$ cat config.mk
export PLATFORM = sky130hd
export DESIGN_NAME = timer_interrupt_serial_receiver
export DESIGN_NICKNAME = d
export VERILOG_FILES = /design/src/serial_rx_pkg.sv /design/src/timer_interrupt_serial_receiver.sv
export VERILOG_INCLUDE_DIRS = /design/src
export SDC_FILE = /design/constraint.sdc
export NUM_CORES = 1
export LEC_CHECK = 0
export BUFFER_PORTS_ARGS = -buffer_cell sky130_fd_sc_hd__buf_4
export CAP_MARGIN = 20
export CELL_PAD_IN_SITES_DETAIL_PLACEMENT = 0
export CELL_PAD_IN_SITES_GLOBAL_PLACEMENT = 1
export CORE_ASPECT_RATIO = 1.5
export CORE_MARGIN = 2
export CORE_UTILIZATION = 54
export DETAILED_ROUTE_END_ITERATION = 7
export PLACE_DENSITY = 0.93
export SLEW_MARGIN = 25
export SYNTH_ARGS = -nofsm -noshare
export SYNTH_HDL_FRONTEND = slang
export SYNTH_SLANG_ARGS = --single-unit
$ cat constraint.sdc
create_clock -name pclk -period 10.3 [get_ports pclk]
set_clock_uncertainty 0.2 [all_clocks]
set_input_delay 3.09 -clock pclk [delete_from_list [all_inputs] [get_ports pclk]]
set_output_delay 3.09 -clock pclk [all_outputs]
set_load 0.05 [all_outputs]
$ cat src/serial_rx_regs.svh
// register offsets, field positions, reset values and timing counts
`ifndef SERIAL_RX_REGS_SVH
`define SERIAL_RX_REGS_SVH
`define OFF_CTRL 8'h00
`define OFF_PERIOD 8'h04
`define OFF_BIT_COUNT_CONTROL 8'h08
`define OFF_STATUS 8'h0C
`define OFF_RXBUF 8'h10
`define OFF_TIMER 8'h14
`define OFF_PCPSW 8'h18
`define OFF_TCTRL 8'h1C
`define CTRL_INIT 0
`define CTRL_RETURN_RESTORE_STATUS 1
`define CTRL_EXTEN 2
`define BC_UNVERIFIED 7
`define BC_UNDETECTED 6
`define PSW_BANK 4
`define RST_BIT_COUNT_CONTROL 8'hCB
`define RST_PERIOD 8'h29
`define TIMER_ALL_ONES 8'hFF
`define VEC_EXT 12'h003
`define VEC_TIMER 12'h007
`define STACK_BASE 5'h08
`define STACK_TOP 5'h17
`define CLK_PERIOD_NS 4
`define TICK_NS 80000
`endif

$ cat src/serial_rx_pkg.sv
// types shared by the serial receiver
package serial_rx_pkg;
  typedef enum logic [1:0] {
    TM_STOP = 2'b00,
    TM_TIMER = 2'b01,
    TM_EVENT = 2'b10
  } tmode_t;
endpackage

$ cat src/timer_interrupt_serial_receiver.sv
// interrupt-timed serial receiver: timer, interrupt logic, edge detector, APB registers
`timescale 1ns/100ps
`include "serial_rx_regs.svh"
module timer_interrupt_serial_receiver #(
  parameter int TICK_CYCLES = `TICK_NS / `CLK_PERIOD_NS,
  parameter int BUF_W = 16
) (
  input wire logic pclk, // bus clock
  input wire logic presetn, // async reset, active low
  input wire logic psel, // apb select
  input wire logic penable, // apb enable
  input wire logic pwrite, // apb direction
  input wire logic [7:0] paddr, // apb byte address
  input wire logic [31:0] pwdata, // apb write data
  output logic [31:0] prdata, // apb read data
  output logic pready, // apb ready
  output logic pslverr, // apb error on unmapped address
  input wire logic rxd, // serial receive pin
  input wire logic ext_int_n, // external interrupt pin, active low
  output logic vector_call, // pulse: forced call taken
  output logic [11:0] vector_addr, // target of forced call
  output logic int_locked, // interrupt lockout level
  output serial_rx_pkg::tmode_t timer_mode // current timer mode
);
  import serial_rx_pkg::*;

  logic rxd_s1, rxd_s2, ext_s1, ext_s2;
  logic pol_q, et_prev_q, edge_test;
  logic [31:0] presc_q;
  logic presc_en;
  logic [7:0] cnt_q, period_q, bit_count_control_q, bc_init_q, rxsum_q;
  tmode_t mode_q;
  logic tflag_q, tint_en_q, ext_en_q, locked_q, rdf_q, err_q, rx_act_q, rx_svc_q;
  logic [BUF_W-1:0] shift_q, rxbuf_q;
  logic [11:0] pc_q;
  logic [7:0] psw_q;
  logic [7:0] stack_ram [`STACK_BASE:`STACK_TOP];
  logic tick, ovf, ext_req, tim_req, take_ext, take_tim, take, ret, rx_svc;
  logic wr, rd_setup, init, sw_return_restore_status, mapped;
  logic [4:0] push_lo, pop_lo;
  logic [2:0] sp_dec;
  logic [7:0] half_p;

  // two stages before anything reads the pins
  always_ff @(posedge pclk or negedge presetn) begin
    if (!presetn) begin
      rxd_s1 <= 1'b1;
      rxd_s2 <= 1'b1;
      ext_s1 <= 1'b1;
      ext_s2 <= 1'b1;
    end else begin
      rxd_s1 <= rxd;
      rxd_s2 <= rxd_s1;
      ext_s1 <= ext_int_n;
      ext_s2 <= ext_s1;
    end
  end

  assign edge_test = ~(rxd_s2 ^ pol_q);

  // apb decode
  assign wr = psel && penable && pready && pwrite;
  assign rd_setup = psel && !penable;
  assign init = wr && paddr == `OFF_CTRL && pwdata[`CTRL_INIT];
  assign sw_return_restore_status = wr && paddr == `OFF_CTRL && pwdata[`CTRL_RETURN_RESTORE_STATUS] && locked_q;
  always_comb begin
    unique case (paddr)
      `OFF_CTRL, `OFF_PERIOD, `OFF_BIT_COUNT_CONTROL, `OFF_STATUS,
      `OFF_RXBUF, `OFF_TIMER, `OFF_PCPSW, `OFF_TCTRL: mapped = 1'b1;
      default: mapped = 1'b0;
    endcase
  end

  // prescaler: one enable per timer tick
  always_ff @(posedge pclk or negedge presetn) begin
    if (!presetn) begin
      presc_q <= 32'h0;
    end else if (mode_q != TM_TIMER || presc_en) begin
      presc_q <= 32'h0;
    end else begin
      presc_q <= presc_q + 32'h1;
    end
  end
  assign presc_en = mode_q == TM_TIMER && presc_q == 32'(TICK_CYCLES - 1);

  always_ff @(posedge pclk or negedge presetn) begin
    if (!presetn) begin
      et_prev_q <= 1'b1;
    end else begin
      et_prev_q <= edge_test;
    end
  end

  // event mode counts high-to-low edges of the test input
  assign tick = presc_en || (mode_q == TM_EVENT && et_prev_q && !edge_test);
  assign ovf = tick && cnt_q == `TIMER_ALL_ONES;

  // interrupt selection and lockout
  assign ext_req = !ext_s2 && ext_en_q;
  assign tim_req = tflag_q && tint_en_q;
  assign take_ext = !locked_q && ext_req;
  assign take_tim = !locked_q && !ext_req && tim_req;
  assign take = take_ext || take_tim;
  assign rx_svc = take_tim && rx_act_q;
  // hardware service returns one cycle after it acts; software returns the external one
  assign ret = rx_svc_q || sw_return_restore_status;
  assign half_p = {1'b0, period_q[7:1]};

  always_ff @(posedge pclk or negedge presetn) begin
    if (!presetn) begin
      tflag_q <= 1'b0;
    end else if (ovf) begin
      tflag_q <= 1'b1;
    end else if (take_tim) begin
      tflag_q <= 1'b0;
    end
  end

  always_ff @(posedge pclk or negedge presetn) begin
    if (!presetn) begin
      locked_q <= 1'b0;
      rx_svc_q <= 1'b0;
      vector_call <= 1'b0;
      vector_addr <= 12'h000;
    end else begin
      rx_svc_q <= rx_svc;
      vector_call <= take;
      if (take) begin
        locked_q <= 1'b1;
        vector_addr <= take_ext ? `VEC_EXT : `VEC_TIMER;
      end else if (ret) begin
        locked_q <= 1'b0;
      end
    end
  end

  assign push_lo = `STACK_BASE + {1'b0, psw_q[2:0], 1'b0};
  assign sp_dec = psw_q[2:0] - 3'h1;
  assign pop_lo = `STACK_BASE + {1'b0, sp_dec, 1'b0};

  // stack lives in ram bytes 8..23, two bytes per level
  always_ff @(posedge pclk) begin
    if (take) begin
      stack_ram[push_lo] <= pc_q[7:0];
      stack_ram[push_lo + 5'h1] <= {psw_q[7:4], pc_q[11:8]};
    end
  end

  always_ff @(posedge pclk or negedge presetn) begin
    if (!presetn) begin
      pc_q <= 12'h000;
      psw_q <= 8'h00;
    end else if (take) begin
      pc_q <= take_ext ? `VEC_EXT : `VEC_TIMER;
      psw_q[2:0] <= psw_q[2:0] + 3'h1;
      psw_q[`PSW_BANK] <= rx_svc ? 1'b1 : psw_q[`PSW_BANK];
    end else if (ret) begin
      pc_q <= {stack_ram[pop_lo + 5'h1][3:0], stack_ram[pop_lo]};
      psw_q <= {stack_ram[pop_lo + 5'h1][7:4], psw_q[3], sp_dec};
    end else if (wr && paddr == `OFF_PCPSW) begin
      pc_q <= pwdata[11:0];
      psw_q <= {pwdata[23:20], psw_q[3:0]};
    end
  end

  // timer counter and mode; receiver service outranks software
  always_ff @(posedge pclk or negedge presetn) begin
    if (!presetn) begin
      cnt_q <= 8'h00;
      mode_q <= TM_STOP;
    end else if (rx_svc && bit_count_control_q[`BC_UNVERIFIED] && bit_count_control_q[`BC_UNDETECTED]) begin
      cnt_q <= 8'h00 - half_p;
      mode_q <= TM_TIMER;
    end else if (rx_svc && bit_count_control_q[`BC_UNVERIFIED] && rxd_s2) begin
      cnt_q <= `TIMER_ALL_ONES;
      mode_q <= TM_EVENT;
    end else if (rx_svc) begin
      cnt_q <= 8'h00 - period_q;
      mode_q <= TM_TIMER;
    end else if (init) begin
      cnt_q <= `TIMER_ALL_ONES;
      mode_q <= TM_EVENT;
    end else begin
      if (wr && paddr == `OFF_TIMER) begin
        cnt_q <= pwdata[7:0];
      end else if (tick) begin
        cnt_q <= cnt_q + 8'h01;
      end
      if (wr && paddr == `OFF_TCTRL) begin
        mode_q <= tmode_t'(pwdata[1:0] == 2'b11 ? 2'b00 : pwdata[1:0]);
      end
    end
  end

  // receive sequencer driven by the bit-count control byte
  always_ff @(posedge pclk or negedge presetn) begin
    if (!presetn) begin
      bit_count_control_q <= 8'h00;
      rx_act_q <= 1'b0;
      rdf_q <= 1'b0;
      err_q <= 1'b0;
      shift_q <= '0;
      rxbuf_q <= '0;
      pol_q <= 1'b0;
    end else if (init) begin
      pol_q <= 1'b1;
      bit_count_control_q <= bc_init_q;
      rdf_q <= 1'b1;
      err_q <= 1'b0;
      rx_act_q <= 1'b1;
    end else if (rx_svc) begin
      if (bit_count_control_q[`BC_UNVERIFIED]) begin
        if (bit_count_control_q[`BC_UNDETECTED]) begin
          bit_count_control_q[`BC_UNDETECTED] <= 1'b0;
        end else if (!rxd_s2) begin
          bit_count_control_q[`BC_UNVERIFIED] <= 1'b0;
        end else begin
          err_q <= 1'b1;
          bit_count_control_q <= bc_init_q; // rearm for the next start edge
        end
      end else begin
        shift_q <= {rxd_s2, shift_q[BUF_W-1:1]};
        bit_count_control_q[3:0] <= bit_count_control_q[3:0] - 4'h1;
        if (bit_count_control_q[3:0] == 4'h1) begin
          rdf_q <= 1'b0;
          rx_act_q <= 1'b0;
          rxbuf_q <= {rxd_s2, shift_q[BUF_W-1:1]};
        end
      end
    end else if (wr && paddr == `OFF_STATUS) begin
      pol_q <= pwdata[3];
    end
  end

  always_ff @(posedge pclk or negedge presetn) begin
    if (!presetn) begin
      tint_en_q <= 1'b0;
      ext_en_q <= 1'b0;
    end else begin
      if (init) begin
        tint_en_q <= 1'b1; // timer interrupt on from init, off once the last bit is taken
      end else if (rx_svc && !bit_count_control_q[`BC_UNVERIFIED] && bit_count_control_q[3:0] == 4'h1) begin
        tint_en_q <= 1'b0;
      end else if (wr && paddr == `OFF_TCTRL) begin
        tint_en_q <= pwdata[2];
      end
      if (wr && paddr == `OFF_CTRL) begin
        ext_en_q <= pwdata[`CTRL_EXTEN];
      end
    end
  end

  always_ff @(posedge pclk or negedge presetn) begin
    if (!presetn) begin
      period_q <= `RST_PERIOD;
      bc_init_q <= `RST_BIT_COUNT_CONTROL;
    end else if (wr) begin
      if (paddr == `OFF_PERIOD) begin
        period_q <= pwdata[7:0];
      end
      if (paddr == `OFF_BIT_COUNT_CONTROL) begin
        bc_init_q <= pwdata[7:0];
      end
    end
  end

  // status byte: receive busy, error, lockout, polarity, test input, timer flag
  assign rxsum_q = {2'b00, tflag_q, edge_test, pol_q, locked_q, err_q, rdf_q};

  // zero-wait slave: ready in the first access cycle
  always_ff @(posedge pclk or negedge presetn) begin
    if (!presetn) begin
      pready <= 1'b0;
      pslverr <= 1'b0;
      prdata <= 32'h0;
    end else begin
      pready <= rd_setup;
      pslverr <= rd_setup && !mapped;
      if (rd_setup && !pwrite) begin
        unique case (paddr)
          `OFF_CTRL: prdata <= {29'h0, ext_en_q, 2'b00};
          `OFF_PERIOD: prdata <= {24'h0, period_q};
          `OFF_BIT_COUNT_CONTROL: prdata <= {16'h0, bc_init_q, bit_count_control_q};
          `OFF_STATUS: prdata <= {24'h0, rxsum_q};
          `OFF_RXBUF: prdata <= {{(32-BUF_W){1'b0}}, rxbuf_q};
          `OFF_TIMER: prdata <= {24'h0, cnt_q};
          `OFF_PCPSW: prdata <= {8'h0, psw_q, 4'h0, pc_q};
          `OFF_TCTRL: prdata <= {29'h0, tint_en_q, mode_q};
          default: prdata <= 32'h0;
        endcase
      end
    end
  end

  always_ff @(posedge pclk or negedge presetn) begin
    if (!presetn) begin
      int_locked <= 1'b0;
      timer_mode <= TM_STOP;
    end else begin
      int_locked <= take || (locked_q && !ret);
      timer_mode <= mode_q;
    end
  end
endmodule

==> results by group, run 1 <==
Yosys
  – Flip-flop cell with the highest count after synthesis: sky130_fd_sc_hd__dfrtp_1
  – Syn. warnings: 0
  – Synth async-reset ratio: 55.6%
  – Flops & latches, synth: 288
  – Sequential area share after synthesis: 61.4%
  – Count of mapped cells out of synthesis: 965
  – Number of flops mapped to enable cells by yosys: 128
  – Post-synthesis cell type count: 70
  – Area of the mapped netlist: 12800 um2
  – Syn avg cell area: 13.3 um2

Floorplan
  – Boundary Pins: 97
  – CORE AREA: 23500 um2
  – Die outline width: 130 um
  – Effective utilization at floorplan: 54.5%
  – Die Y: 193 um
  – Die Footprint: 25000 um2
  – Row Count: 69

GRT
  – Number of antenna violations at the first check in global routing: 0
  – Pin count of the biggest net entering global routing: 92
  – Overall global routing resource usage: 24.5%
  – Total global routing overflow: 0
  – Number of global-route vias before repair: 8278
  – Global-route wire length before repair: 46.2 mm

Critical path
  – Setup slack of the most critical reg-to-reg path: 6.57 ns
  – Depth of the worst register-to-register path: 7
  – Critical path fanouts, max: 14
  – Worst setup startpoint: paddr[2]
  – Data required time at the worst endpoint: 10.54 ns
  – Worst Setup Path Type: input port to flop
  – Terminus of the critical flop-to-flop path: stack_ram[22][0]
  – Crit start category: input port
  – Critical path arrival: 5.45 ns
  – R2r startpoint: tflag_q
  – CP endpoint kind: flop

Place
  – Quantity of I/O buffers inserted on ports: 62
  – Count of placed standard cells including taps: 1307
  – DP Wirelength: 19.7 mm
  – Weighted congestion at the end of routability-driven global placement: 0.911

Worst hold path
  – Hold path startpoint: ext_s1
  – Worst min-delay path class: flop to flop
  – Hold Crit Depth: 0
  – Worst Hold End: ext_s2

CTS
  – Number of hold-repair buffers added at the cts stage: 0
  – Clock Sink Count: 288
  – Clock tree from TritonCTS: built
  – Clock edge transition at the registers on the reported setup and hold paths: 0.06 ns
  – Num CTS Buffers: 27
  – H-Tree Depth: 1
  – Insertion delay to the later sink of the worst-skew pair: 0.55 ns
  – Quantity of gates resized following cts: 0
  – # Post-CTS Setup Buffers: 0
  – Maximum buffer depth of the clock tree: 3
  – Root buffer cell: sky130_fd_sc_hd__clkbuf_16

Detailed routing
  – Final wirelength: 29.8 mm
  – Post-route DRC violation count: 0
  – Number of antenna-violating nets in the routed design: 0
  – Detailed Routing Iterations Pass 1: 7
  – Per-cell routed wire length: 21.9 um
  – Via count: 8189
  – Via count normalized by instance count: 6.03
  – Iteration-0 DRC count of the detailed router: 667

STA
  – Fin Setup TNS: 0 ns
  – Setup-violating endpoint count in the final report: 0
  – Final critical delay including setup and external delays: 5.22 ns
  – Fraction of the cycle the final worst path needs: 50.7%
  – Number of max-slew violations in the final report: 0
  – Relative slew slack: 31.7%
  – Count of final hold-check violations: 0
  – Setup repair after global routing missed its margin: no
  – Maximum frequency from static timing analysis: 192 MHz
  – Slew at the pin closest to its max-slew limit: 1.02 ns

Final layout
  – Number of inserted filler cells in the final layout: 1855
  – Area growth from synthesis to layout: 12.7%
  – Layout Cells excl Fill: 1359
  – Number of antenna repair diodes: 0
  – Share of post-route cells with drive strength above 1: 22.1%
  – Fin nets: 1074

Pwr
  – Max IR drop VDD: 0.128 mV
  – LEAKAGE: 5.54 nW
  – Power Dens Cells: 158 nW/um2

Outcome
  – Status: complete, no violations

Job
  – MaxCap Viol Count: 0
per-layer routing:
layer	track usage, %	share of wire (%)
met2	43.0	53
met4	8.44	2.7
met5	0	0
met1	31.1	38
met3	3.47	6.6
worst max path at each step:
stage | endpoint | slack (ns) | cells past startpoint
2_1_floorplan | rxbuf_q[10] | 5.01 | 8
3_3_place_gp | bc_init_q[5] | 4.15 | 5
3_5_place_dp | bc_init_q[4] | 4.55 | 5
4_1_cts | shift_q[13] | 5.10 | 6
5_1_grt | psw_q[7] | 4.92 | 8
6_report | bc_init_q[4] | 5.08 | 5
logic make-up after synthesis:
| group | synth area share (%) |
|---|---|
| fa+ha+maj | 0.782 |
| buf+inv | 3.60 |
| compound gates | 7.98 |
| simple gates | 11.6 |
| flops | 61.4 |
| xor+xnor | 3.22 |
| other cells | 0.0293 |
| mux | 11.3 |
cell type report:
| type | count | area, um2 | area share (%) |
|---|---|---|---|
| Tap cell | 319 | 399 | 2.77 |
| Clock buffer | 34 | 712 | 4.93 |
| Inverter | 21 | 78.8 | 0.546 |
| Timing Repair Buffer | 74 | 571 | 3.95 |
| Sequential cell | 288 | 7870 | 54.5 |
| Clock inverter | 16 | 165 | 1.14 |
| Multi-Input combinational cell | 607 | 4640 | 32.2 |
report_power, final:
part / leakage, nW / internal (W) / total, W / switching, W
combinational: 1.95 / 0.0000233 / 0.0000884 / 0.0000651
sequential: 3.17 / 0.00120 / 0.00121 / 0.00000639
clock: 0.428 / 0.000567 / 0.000986 / 0.000419
total: 5.54 / 0.00179 / 0.00228 / 0.000491
sequential cells by signal, summed over array words and instances (netlist names), 2 cells and up:
register	cells
stack_ram	128
presc_q	32
prdata	23
rxbuf_q	16
shift_q	15
pc_q	12
bc_init_q	8
bit_count_control_q	8
cnt_q	8
period_q	8
psw_q	7
mode_q	2
timer_mode	2
vector_addr	2
cell usage in the layout (no fill, tap or decap), types with 22 or more instances in the layout:
cell                        count
sky130_fd_sc_hd__buf_4         71
sky130_fd_sc_hd__clkbuf_16     27
sky130_fd_sc_hd__dfrtp_1      146
sky130_fd_sc_hd__edfxtp_1     128
sky130_fd_sc_hd__mux2_2        41
sky130_fd_sc_hd__mux4_2        36
sky130_fd_sc_hd__nand2_1       95
sky130_fd_sc_hd__nand3_1       26
sky130_fd_sc_hd__nor2_1        63
sky130_fd_sc_hd__o21ai_0       36
sky130_fd_sc_hd__xnor2_1       22
sky130_fd_sc_hd__xor2_1        24
stage by stage:
step	hold slack, ns	worst slack, ns	cell area (um2)	total power [W]	utilization, %
final	0.153	5.08	14400	0.00228	61.5
after floorplan	0.145	5.01	12900	0.00128	-
after global placement	0.146	4.15	13500	0.00132	57.5
after global routing	0.156	4.92	14400	0.00235	61.5
after detailed placement	0.150	4.55	13500	0.00132	57.5
after CTS	0.156	5.10	14400	0.00229	61.2
worst max-delay path, cell delays in order:
cell	delay [ns]
sky130_fd_sc_hd__buf_4	0.17
sky130_fd_sc_hd__or4_1	0.68
sky130_fd_sc_hd__nor2_2	0.64
sky130_fd_sc_hd__nand2_1	0.47
sky130_fd_sc_hd__mux2_2	0.40
Yosys cell counts, types with 9 or more instances:
cell type / count / area [um2]
sky130_fd_sc_hd__o21ai_0: 36 / 180
sky130_fd_sc_hd__clkbuf_1: 29 / 109
sky130_fd_sc_hd__nor2b_1: 15 / 93.8
sky130_fd_sc_hd__dfrtp_1: 147 / 3680
sky130_fd_sc_hd__nor2_1: 64 / 240
sky130_fd_sc_hd__edfxtp_1: 128 / 3840
sky130_fd_sc_hd__xor2_1: 25 / 219
sky130_fd_sc_hd__nor3_1: 18 / 90.1
sky130_fd_sc_hd__nand3_1: 26 / 130
sky130_fd_sc_hd__a311oi_1: 10 / 87.6
sky130_fd_sc_hd__a211oi_1: 13 / 97.6
sky130_fd_sc_hd__and4_1: 11 / 96.3
sky130_fd_sc_hd__nand2_1: 95 / 357
sky130_fd_sc_hd__xnor2_1: 22 / 193
sky130_fd_sc_hd__dfstp_2: 13 / 342
sky130_fd_sc_hd__a22oi_1: 15 / 113
sky130_fd_sc_hd__mux2i_1: 9 / 90.1
sky130_fd_sc_hd__buf_4: 20 / 150
sky130_fd_sc_hd__nor4_1: 12 / 75.1
sky130_fd_sc_hd__mux4_2: 36 / 811
sky130_fd_sc_hd__a21oi_1: 16 / 80.1
sky130_fd_sc_hd__mux2_2: 41 / 462
sky130_fd_sc_hd__o22ai_1: 9 / 56.3
sky130_fd_sc_hd__inv_1: 19 / 71.3
Note: power is estimated with default switching activity, not from simulation.
==> inputs of run 2 (changes only) <==
--- a/config.mk
+++ b/config.mk
@@ -12,9 +12,9 @@
 export CELL_PAD_IN_SITES_GLOBAL_PLACEMENT = 1
 export CORE_ASPECT_RATIO = 1.5
 export CORE_MARGIN = 2
-export CORE_UTILIZATION = 54
+export CORE_UTILIZATION = 50
 export DETAILED_ROUTE_END_ITERATION = 7
-export PLACE_DENSITY = 0.93
+export PLACE_DENSITY = 0.88
 export SLEW_MARGIN = 25
 export SYNTH_ARGS = -nofsm -noshare
 export SYNTH_HDL_FRONTEND = slang
==> constraint.sdc (replaced) <==
create_clock -name pclk -period 5.05 [get_ports pclk]
set_clock_uncertainty 0.2 [all_clocks]
set_input_delay 1.515 -clock pclk [delete_from_list [all_inputs] [get_ports pclk]]
set_output_delay 1.515 -clock pclk [all_outputs]
set_load 0.05 [all_outputs]
==> run 2 against run 1 <==
Compared with the run above: core utilization decreased by 3.8 points; combinational power increased by 110%; largest power group unchanged; largest cell class unchanged; final cell count increased by 1.4%.
==> results by group, run 2 (same netlist as run 1, synthesis figures left out) <==
Critical path
  – Data required time at the worst endpoint: 5.31 ns
  – Worst Setup Path Type: input port to flop
  – Most used cell along the critical path: sky130_fd_sc_hd__a21oi_1
  – Library cell contributing the largest single delay on the critical path: sky130_fd_sc_hd__or4_1
  – Cells along the critical path: buf_4, or4_1, nor3_1, a31oi_2, a21oi_1, nor2_1, a21oi_1
  – Critical path fanouts, max: 11
  – Worst setup startpoint: paddr[2]
  – Critical path arrival: 3.82 ns
  – R2r startpoint: tflag_q
  – CP endpoint kind: flop
  – Delay of the slowest cell on the worst path: 0.65 ns
  – Crit start category: input port

Detailed routing
  – Via count: 8274
  – Via count normalized by instance count: 6.00
  – Iteration-0 DRC count of the detailed router: 796
  – Detailed Routing Iterations Pass 1: 5
  – Number of antenna-violating nets in the routed design: 0
  – Post-route DRC violation count: 0
  – Per-cell routed wire length: 21.7 um
  – Final wirelength: 29.9 mm

STA
  – Maximum frequency from static timing analysis: 280 MHz
  – Fin Setup TNS: 0 ns
  – Setup-violating endpoint count in the final report: 0
  – Worst-case hold slack: 0.159 ns
  – Final critical delay including setup and external delays: 3.57 ns
  – Slew at the pin closest to its max-slew limit: 1.14 ns
  – Setup slack after layout: 1.48 ns
  – Relative slew slack: 23.4%
  – Fraction of the cycle the final worst path needs: 70.7%
  – Setup repair after global routing missed its margin: no
  – Count of final hold-check violations: 0
  – Number of max-slew violations in the final report: 0

Pwr
  – Power Dens Cells: 326 nW/um2
  – Max IR drop VDD: 0.242 mV
  – LEAKAGE: 5.58 nW

CTS
  – Quantity of gates resized following cts: 0
  – Root buffer cell: sky130_fd_sc_hd__clkbuf_16
  – Maximum buffer depth of the clock tree: 3
  – Clock edge transition at the registers on the reported setup and hold paths: 0.06 ns
  – Clock tree from TritonCTS: built
  – Insertion delay to the later sink of the worst-skew pair: 0.54 ns
  – Num CTS Buffers: 27
  – Number of hold-repair buffers added at the cts stage: 0
  – Clock Sink Count: 288
  – # Post-CTS Setup Buffers: 0
  – H-Tree Depth: 1

GRT
  – Overall global routing resource usage: 22.6%
  – Number of antenna violations at the first check in global routing: 0
  – Global-route wire length before repair: 46.7 mm
  – Total global routing overflow: 0
  – Pin count of the biggest net entering global routing: 90
  – Number of global-route vias before repair: 8408

Final layout
  – Number of antenna repair diodes: 0
  – Fin nets: 1084
  – Number of inserted filler cells in the final layout: 2013
  – Most flops, register: stack_ram
  – Leading cell type in the layout, fill and taps excluded: sky130_fd_sc_hd__dfrtp_1
  – Largest register FFs: 128
  – Commonest non-fill, non-tap cells in the layout: 146 x sky130_fd_sc_hd__dfrtp_1, 128 x sky130_fd_sc_hd__edfxtp_1, 95 x sky130_fd_sc_hd__nand2_1
  – Layout Cells excl Fill: 1378
  – Largest registers: stack_ram: 128 flops, presc_q: 32 flops, prdata: 23 flops
  – Share of post-route cells with drive strength above 1: 23.0%
  – Area growth from synthesis to layout: 13.2%

Place
  – Quantity of I/O buffers inserted on ports: 62
  – Weighted congestion at the end of routability-driven global placement: 0.885
  – DP Wirelength: 20.2 mm
  – Post-placement setup slack: 0.974 ns
  – Count of placed standard cells including taps: 1328

Floorplan
  – Die outline width: 135 um
  – CORE AREA: 25100 um2
  – Boundary Pins: 97
  – Row Count: 71
  – Effective utilization at floorplan: 50.9%
  – Die Footprint: 26900 um2
  – Die Y: 200 um

Outcome
  – Status: complete, no violations

Worst hold path
  – Hold path startpoint: rxd_s1
  – Worst min-delay path class: flop to flop

Job
  – MaxCap Viol Count: 0
[run 2: layout make-up]
cell class                      instances  area (um2)  share of cell area [%]
Sequential cell                       288        7870                    54.3
Clock inverter                         11         163                    1.12
Inverter                               21        78.8                   0.544
Timing Repair Buffer                   84         647                    4.46
Tap cell                              328         410                    2.83
Multi-Input combinational cell        607        4600                    31.7
Clock buffer                           39         734                    5.07
[run 2: worst paths after layout]
check                              to  slack [ns]  depth (start not counted)
min in group asynchronous  presc_q[0]        0.83                          1
hold reg to reg                rxd_s2        0.16                          0
max in group asynchronous      ext_s2        2.82                          2
hold / removal                 rxd_s2        0.16                          0
setup / recovery             psw_q[5]        1.48                          7
setup reg to reg           rxbuf_q[8]        1.95                          7
[run 2: layer usage]
layer	global-route usage [%]	vias to the layer above	wire length, um	share of wire, %
li1	-	3704	-	-
met3	2.70	70	1650	5.5
met5	0	-	0	0
met4	9.59	0	1150	3.8
met2	39.6	298	15400	52
met1	28.6	4202	11700	39
[run 2: worst max-delay path: cells and delay by family]
family,cells,cell delay (ns)
buffers and inverters,1,0.16
AO/OA/AOI/OAI,3,0.90
AND/OR/NAND/NOR,3,1.24
[run 2: metrics by stage]
stage	total power, W	utilization, %	instance area [um2]
after floorplan	0.00262	-	12900
after global placement	0.00269	54.1	13600
after detailed placement	0.00269	54.1	13600
after CTS	0.00476	57.7	14500
after global routing	0.00485	57.7	14500
final	0.00472	57.7	14500
[run 2: report_power, final]
| part | total [W] | internal (W) | switching [W] |
|---|---|---|---|
| logic | 0.000183 | 0.0000495 | 0.000133 |
| clock network | 0.00207 | 0.00122 | 0.000857 |
| registers | 0.00246 | 0.00245 | 0.0000140 |
| total | 0.00472 | 0.00372 | 0.00100 |
==> inputs of run 3 (changes only) <==
--- a/config.mk
+++ b/config.mk
@@ -6,15 +6,16 @@
 export SDC_FILE = /design/constraint.sdc
 export NUM_CORES = 1
 export LEC_CHECK = 0
+export ABC_AREA = 1
 export BUFFER_PORTS_ARGS = -buffer_cell sky130_fd_sc_hd__buf_4
 export CAP_MARGIN = 20
 export CELL_PAD_IN_SITES_DETAIL_PLACEMENT = 0
 export CELL_PAD_IN_SITES_GLOBAL_PLACEMENT = 1
 export CORE_ASPECT_RATIO = 1.5
 export CORE_MARGIN = 2
-export CORE_UTILIZATION = 50
+export CORE_UTILIZATION = 42
 export DETAILED_ROUTE_END_ITERATION = 7
-export PLACE_DENSITY = 0.88
+export PLACE_DENSITY = 0.84
 export SLEW_MARGIN = 25
 export SYNTH_ARGS = -nofsm -noshare
 export SYNTH_HDL_FRONTEND = slang
==> constraint.sdc (replaced) <==
create_clock -name pclk -period 3.24 [get_ports pclk]
set_clock_uncertainty 0.2 [all_clocks]
set_input_delay 0.972 -clock pclk [delete_from_list [all_inputs] [get_ports pclk]]
set_output_delay 0.972 -clock pclk [all_outputs]
set_load 0.05 [all_outputs]
==> run 3 against run 2 <==
Compared with the run above: synthesized area rose by 6.6%; die area rose by 26%; global-route usage fell by 1.7 points; combinational power rose by 110%; register-to-register slack got worse by 1.2 ns; core utilization fell by 9.4 points; hold slack got worse by 0.0012 ns.
==> results by group, run 3 <==
Detailed routing
  – Iteration-0 DRC count of the detailed router: 625
  – Via count normalized by instance count: 5.15
  – Post-route DRC violation count: 0
  – Final wirelength: 34.6 mm
  – Via count: 10400
  – Number of antenna-violating nets in the routed design: 0
  – Per-cell routed wire length: 17.2 um
  – Detailed Routing Iterations Pass 1: 5

Yosys
  – Library cell with the highest instance count after synthesis: sky130_fd_sc_hd__nand2_1
  – Post-synthesis cell type count: 42
  – Syn avg cell area: 8.99 um2
  – Dominant cell type by area after synthesis: sky130_fd_sc_hd__edfxtp_1
  – Top post-synthesis cells by area: sky130_fd_sc_hd__edfxtp_1 28%, sky130_fd_sc_hd__dfrtp_1 27%, sky130_fd_sc_hd__nand2_1 12%
  – Area of the mapped netlist: 13600 um2
  – Number of flops mapped to enable cells by yosys: 128
  – Flip-flop cell with the highest count after synthesis: sky130_fd_sc_hd__dfrtp_1
  – Count of mapped cells out of synthesis: 1518
  – Area share of the largest cell type after synthesis: 28.2%
  – Synth async-reset ratio: 55.6%
  – Syn. warnings: 0
  – Flops & latches, synth: 288
  – Sequential area share after synthesis: 57.6%
  – Most frequent cells after synthesis: 423 x sky130_fd_sc_hd__nand2_1, 163 x sky130_fd_sc_hd__nor2_1, 147 x sky130_fd_sc_hd__dfrtp_1

STA
  – Relative slew slack: 49.4%
  – Count of final hold-check violations: 0
  – Slew at the pin closest to its max-slew limit: 0.758 ns
  – Number of max-slew violations in the final report: 0
  – Fraction of the cycle the final worst path needs: 76.5%
  – Setup repair after global routing missed its margin: no
  – Maximum frequency from static timing analysis: 403 MHz
  – Fin Setup TNS: 0 ns
  – Setup-violating endpoint count in the final report: 0
  – Final critical delay including setup and external delays: 2.48 ns

CTS
  – Maximum buffer depth of the clock tree: 3
  – Clock Sink Count: 288
  – H-Tree Depth: 1
  – Clock tree from TritonCTS: built
  – Clock edge transition at the registers on the reported setup and hold paths: 0.07 ns
  – Insertion delay to the later sink of the worst-skew pair: 0.54 ns
  – # Post-CTS Setup Buffers: 0
  – Number of hold-repair buffers added at the cts stage: 0
  – Num CTS Buffers: 26
  – Quantity of gates resized following cts: 0
  – Root buffer cell: sky130_fd_sc_hd__clkbuf_16

Critical path
  – Crit start category: flop
  – Most used cell along the critical path: sky130_fd_sc_hd__nand2_1
  – Worst Setup Path Type: flop to flop
  – Worst setup startpoint: locked_q
  – Delay of the slowest cell on the worst path: 0.52 ns
  – Critical path fanouts, max: 12
  – R2r startpoint: locked_q
  – Library cell contributing the largest single delay on the critical path: sky130_fd_sc_hd__nor2_1
  – CP endpoint kind: flop
  – Critical path arrival: 2.53 ns
  – Cells along the critical path: nor2_2, nand2_1, o21ai_1, nand2_1, nor2_1, buf_12
  – Data required time at the worst endpoint: 3.29 ns

Final layout
  – Most flops, register: stack_ram
  – Area growth from synthesis to layout: 13.0%
  – Layout Cells excl Fill: 2012
  – Number of inserted filler cells in the final layout: 2956
  – Fin nets: 1637
  – Largest register FFs: 128
  – Commonest non-fill, non-tap cells in the layout: 423 x sky130_fd_sc_hd__nand2_1, 163 x sky130_fd_sc_hd__nor2_1, 146 x sky130_fd_sc_hd__dfrtp_1
  – Share of post-route cells with drive strength above 1: 12.2%
  – Number of antenna repair diodes: 0
  – Final design utilization: 48.3%
  – Leading cell type in the layout, fill and taps excluded: sky130_fd_sc_hd__nand2_1
  – Largest registers: stack_ram: 128 flops, presc_q: 32 flops, prdata: 23 flops

Floorplan
  – Die outline width: 151 um
  – Boundary Pins: 97
  – Die Y: 225 um
  – CORE AREA: 31900 um2
  – Row Count: 80
  – Die Footprint: 34000 um2
  – Effective utilization at floorplan: 42.7%

Job
  – MaxCap Viol Count: 0

GRT
  – Number of antenna violations at the first check in global routing: 0
  – Total global routing overflow: 0
  – Overall global routing resource usage: 20.9%
  – Number of global-route vias before repair: 10100
  – Pin count of the biggest net entering global routing: 68
  – Global-route wire length before repair: 54.9 mm

Pwr
  – LEAKAGE: 6.57 nW
  – Total power draw: 0.00732 W
  – Max IR drop VDD: 0.364 mV
  – Power Dens Cells: 475 nW/um2

Place
  – Weighted congestion at the end of routability-driven global placement: 0.950
  – Count of placed standard cells including taps: 1964
  – DP Wirelength: 24.4 mm
  – Quantity of I/O buffers inserted on ports: 62

Worst hold path
  – Hold path startpoint: rxd_s1
  – Worst min-delay path class: flop to flop

Outcome
  – Status: complete, no violations
==> run 3: final cells by class <==
type                    instances  area (um2)  area share [%]
clock buffers                  34         702            4.55
clock inverters                14         141           0.917
inverters                     132         495            3.21
multi-input cells            1041        4900            31.8
flip-flops and latches        288        7870            51.0
well taps                     410         513            3.33
repair buffers                 93         802            5.20
==> run 3: metrics by stage <==
stage / worst slack, ns / hold slack, ns / cell area, um2
final: 0.761 / 0.158 / 15400
after global routing: 0.527 / 0.161 / 15400
after detailed placement: 0.325 / 0.148 / 14600
after global placement: 0.335 / 0.146 / 14600
after CTS: 0.669 / 0.157 / 15400
after floorplan: 0.900 / 0.145 / 13700
==> run 3: kinds of logic (layout without fill, tap and decap cells) <==
logic type	count (synthesis)	after routing	share of synthesized area [%]
flip-flops	288	288	57.7
multiplexers	1	1	0.0825
buffers and inverters	206	273	6.91
adder cells (fa/ha/maj)	8	8	0.734
AND/OR/NAND/NOR	757	757	23.4
XOR/XNOR	35	35	2.38
AO/OA/AOI/OAI	222	222	8.82
other	1	18	0.0275
==> run 3: where the power goes <==
group | total [W] | internal [W] | switching (W) | leakage, nW
clock network | 0.00305 | 0.00170 | 0.00135 | 0.390
registers | 0.00389 | 0.00384 | 0.0000544 | 3.22
logic | 0.000376 | 0.000123 | 0.000254 | 2.96
total | 0.00732 | 0.00566 | 0.00166 | 6.57
==> run 3: layer usage <==
metal  track usage, %  wire length, um  share of wire, %
met1             24.2            13300                38
met3             2.31             1370               4.0
met2             38.3            18400                53
met5                0                0                 0
met4             9.77             1520               4.4
==> run 3: worst paths after layout <==
check / end / slack [ns] / cells after the start
max: stack_ram[14][4] / 0.76 / 6
max in group asynchronous: period_q[5] / 1.94 / 2
min reg2reg: rxd_s2 / 0.16 / 0
max reg2reg: stack_ram[14][4] / 0.76 / 6
min in group asynchronous: presc_q[12] / 0.17 / 1
min: rxd_s2 / 0.16 / 0
==> run 3: worst max-delay path, delay by kind of cell, from the launching register on <==
kind / cells / cell delay [ns]
compound gates: 1 / 0.34
buf+inv: 1 / 0.24
flops: 1 / 0.43
simple gates: 4 / 0.97
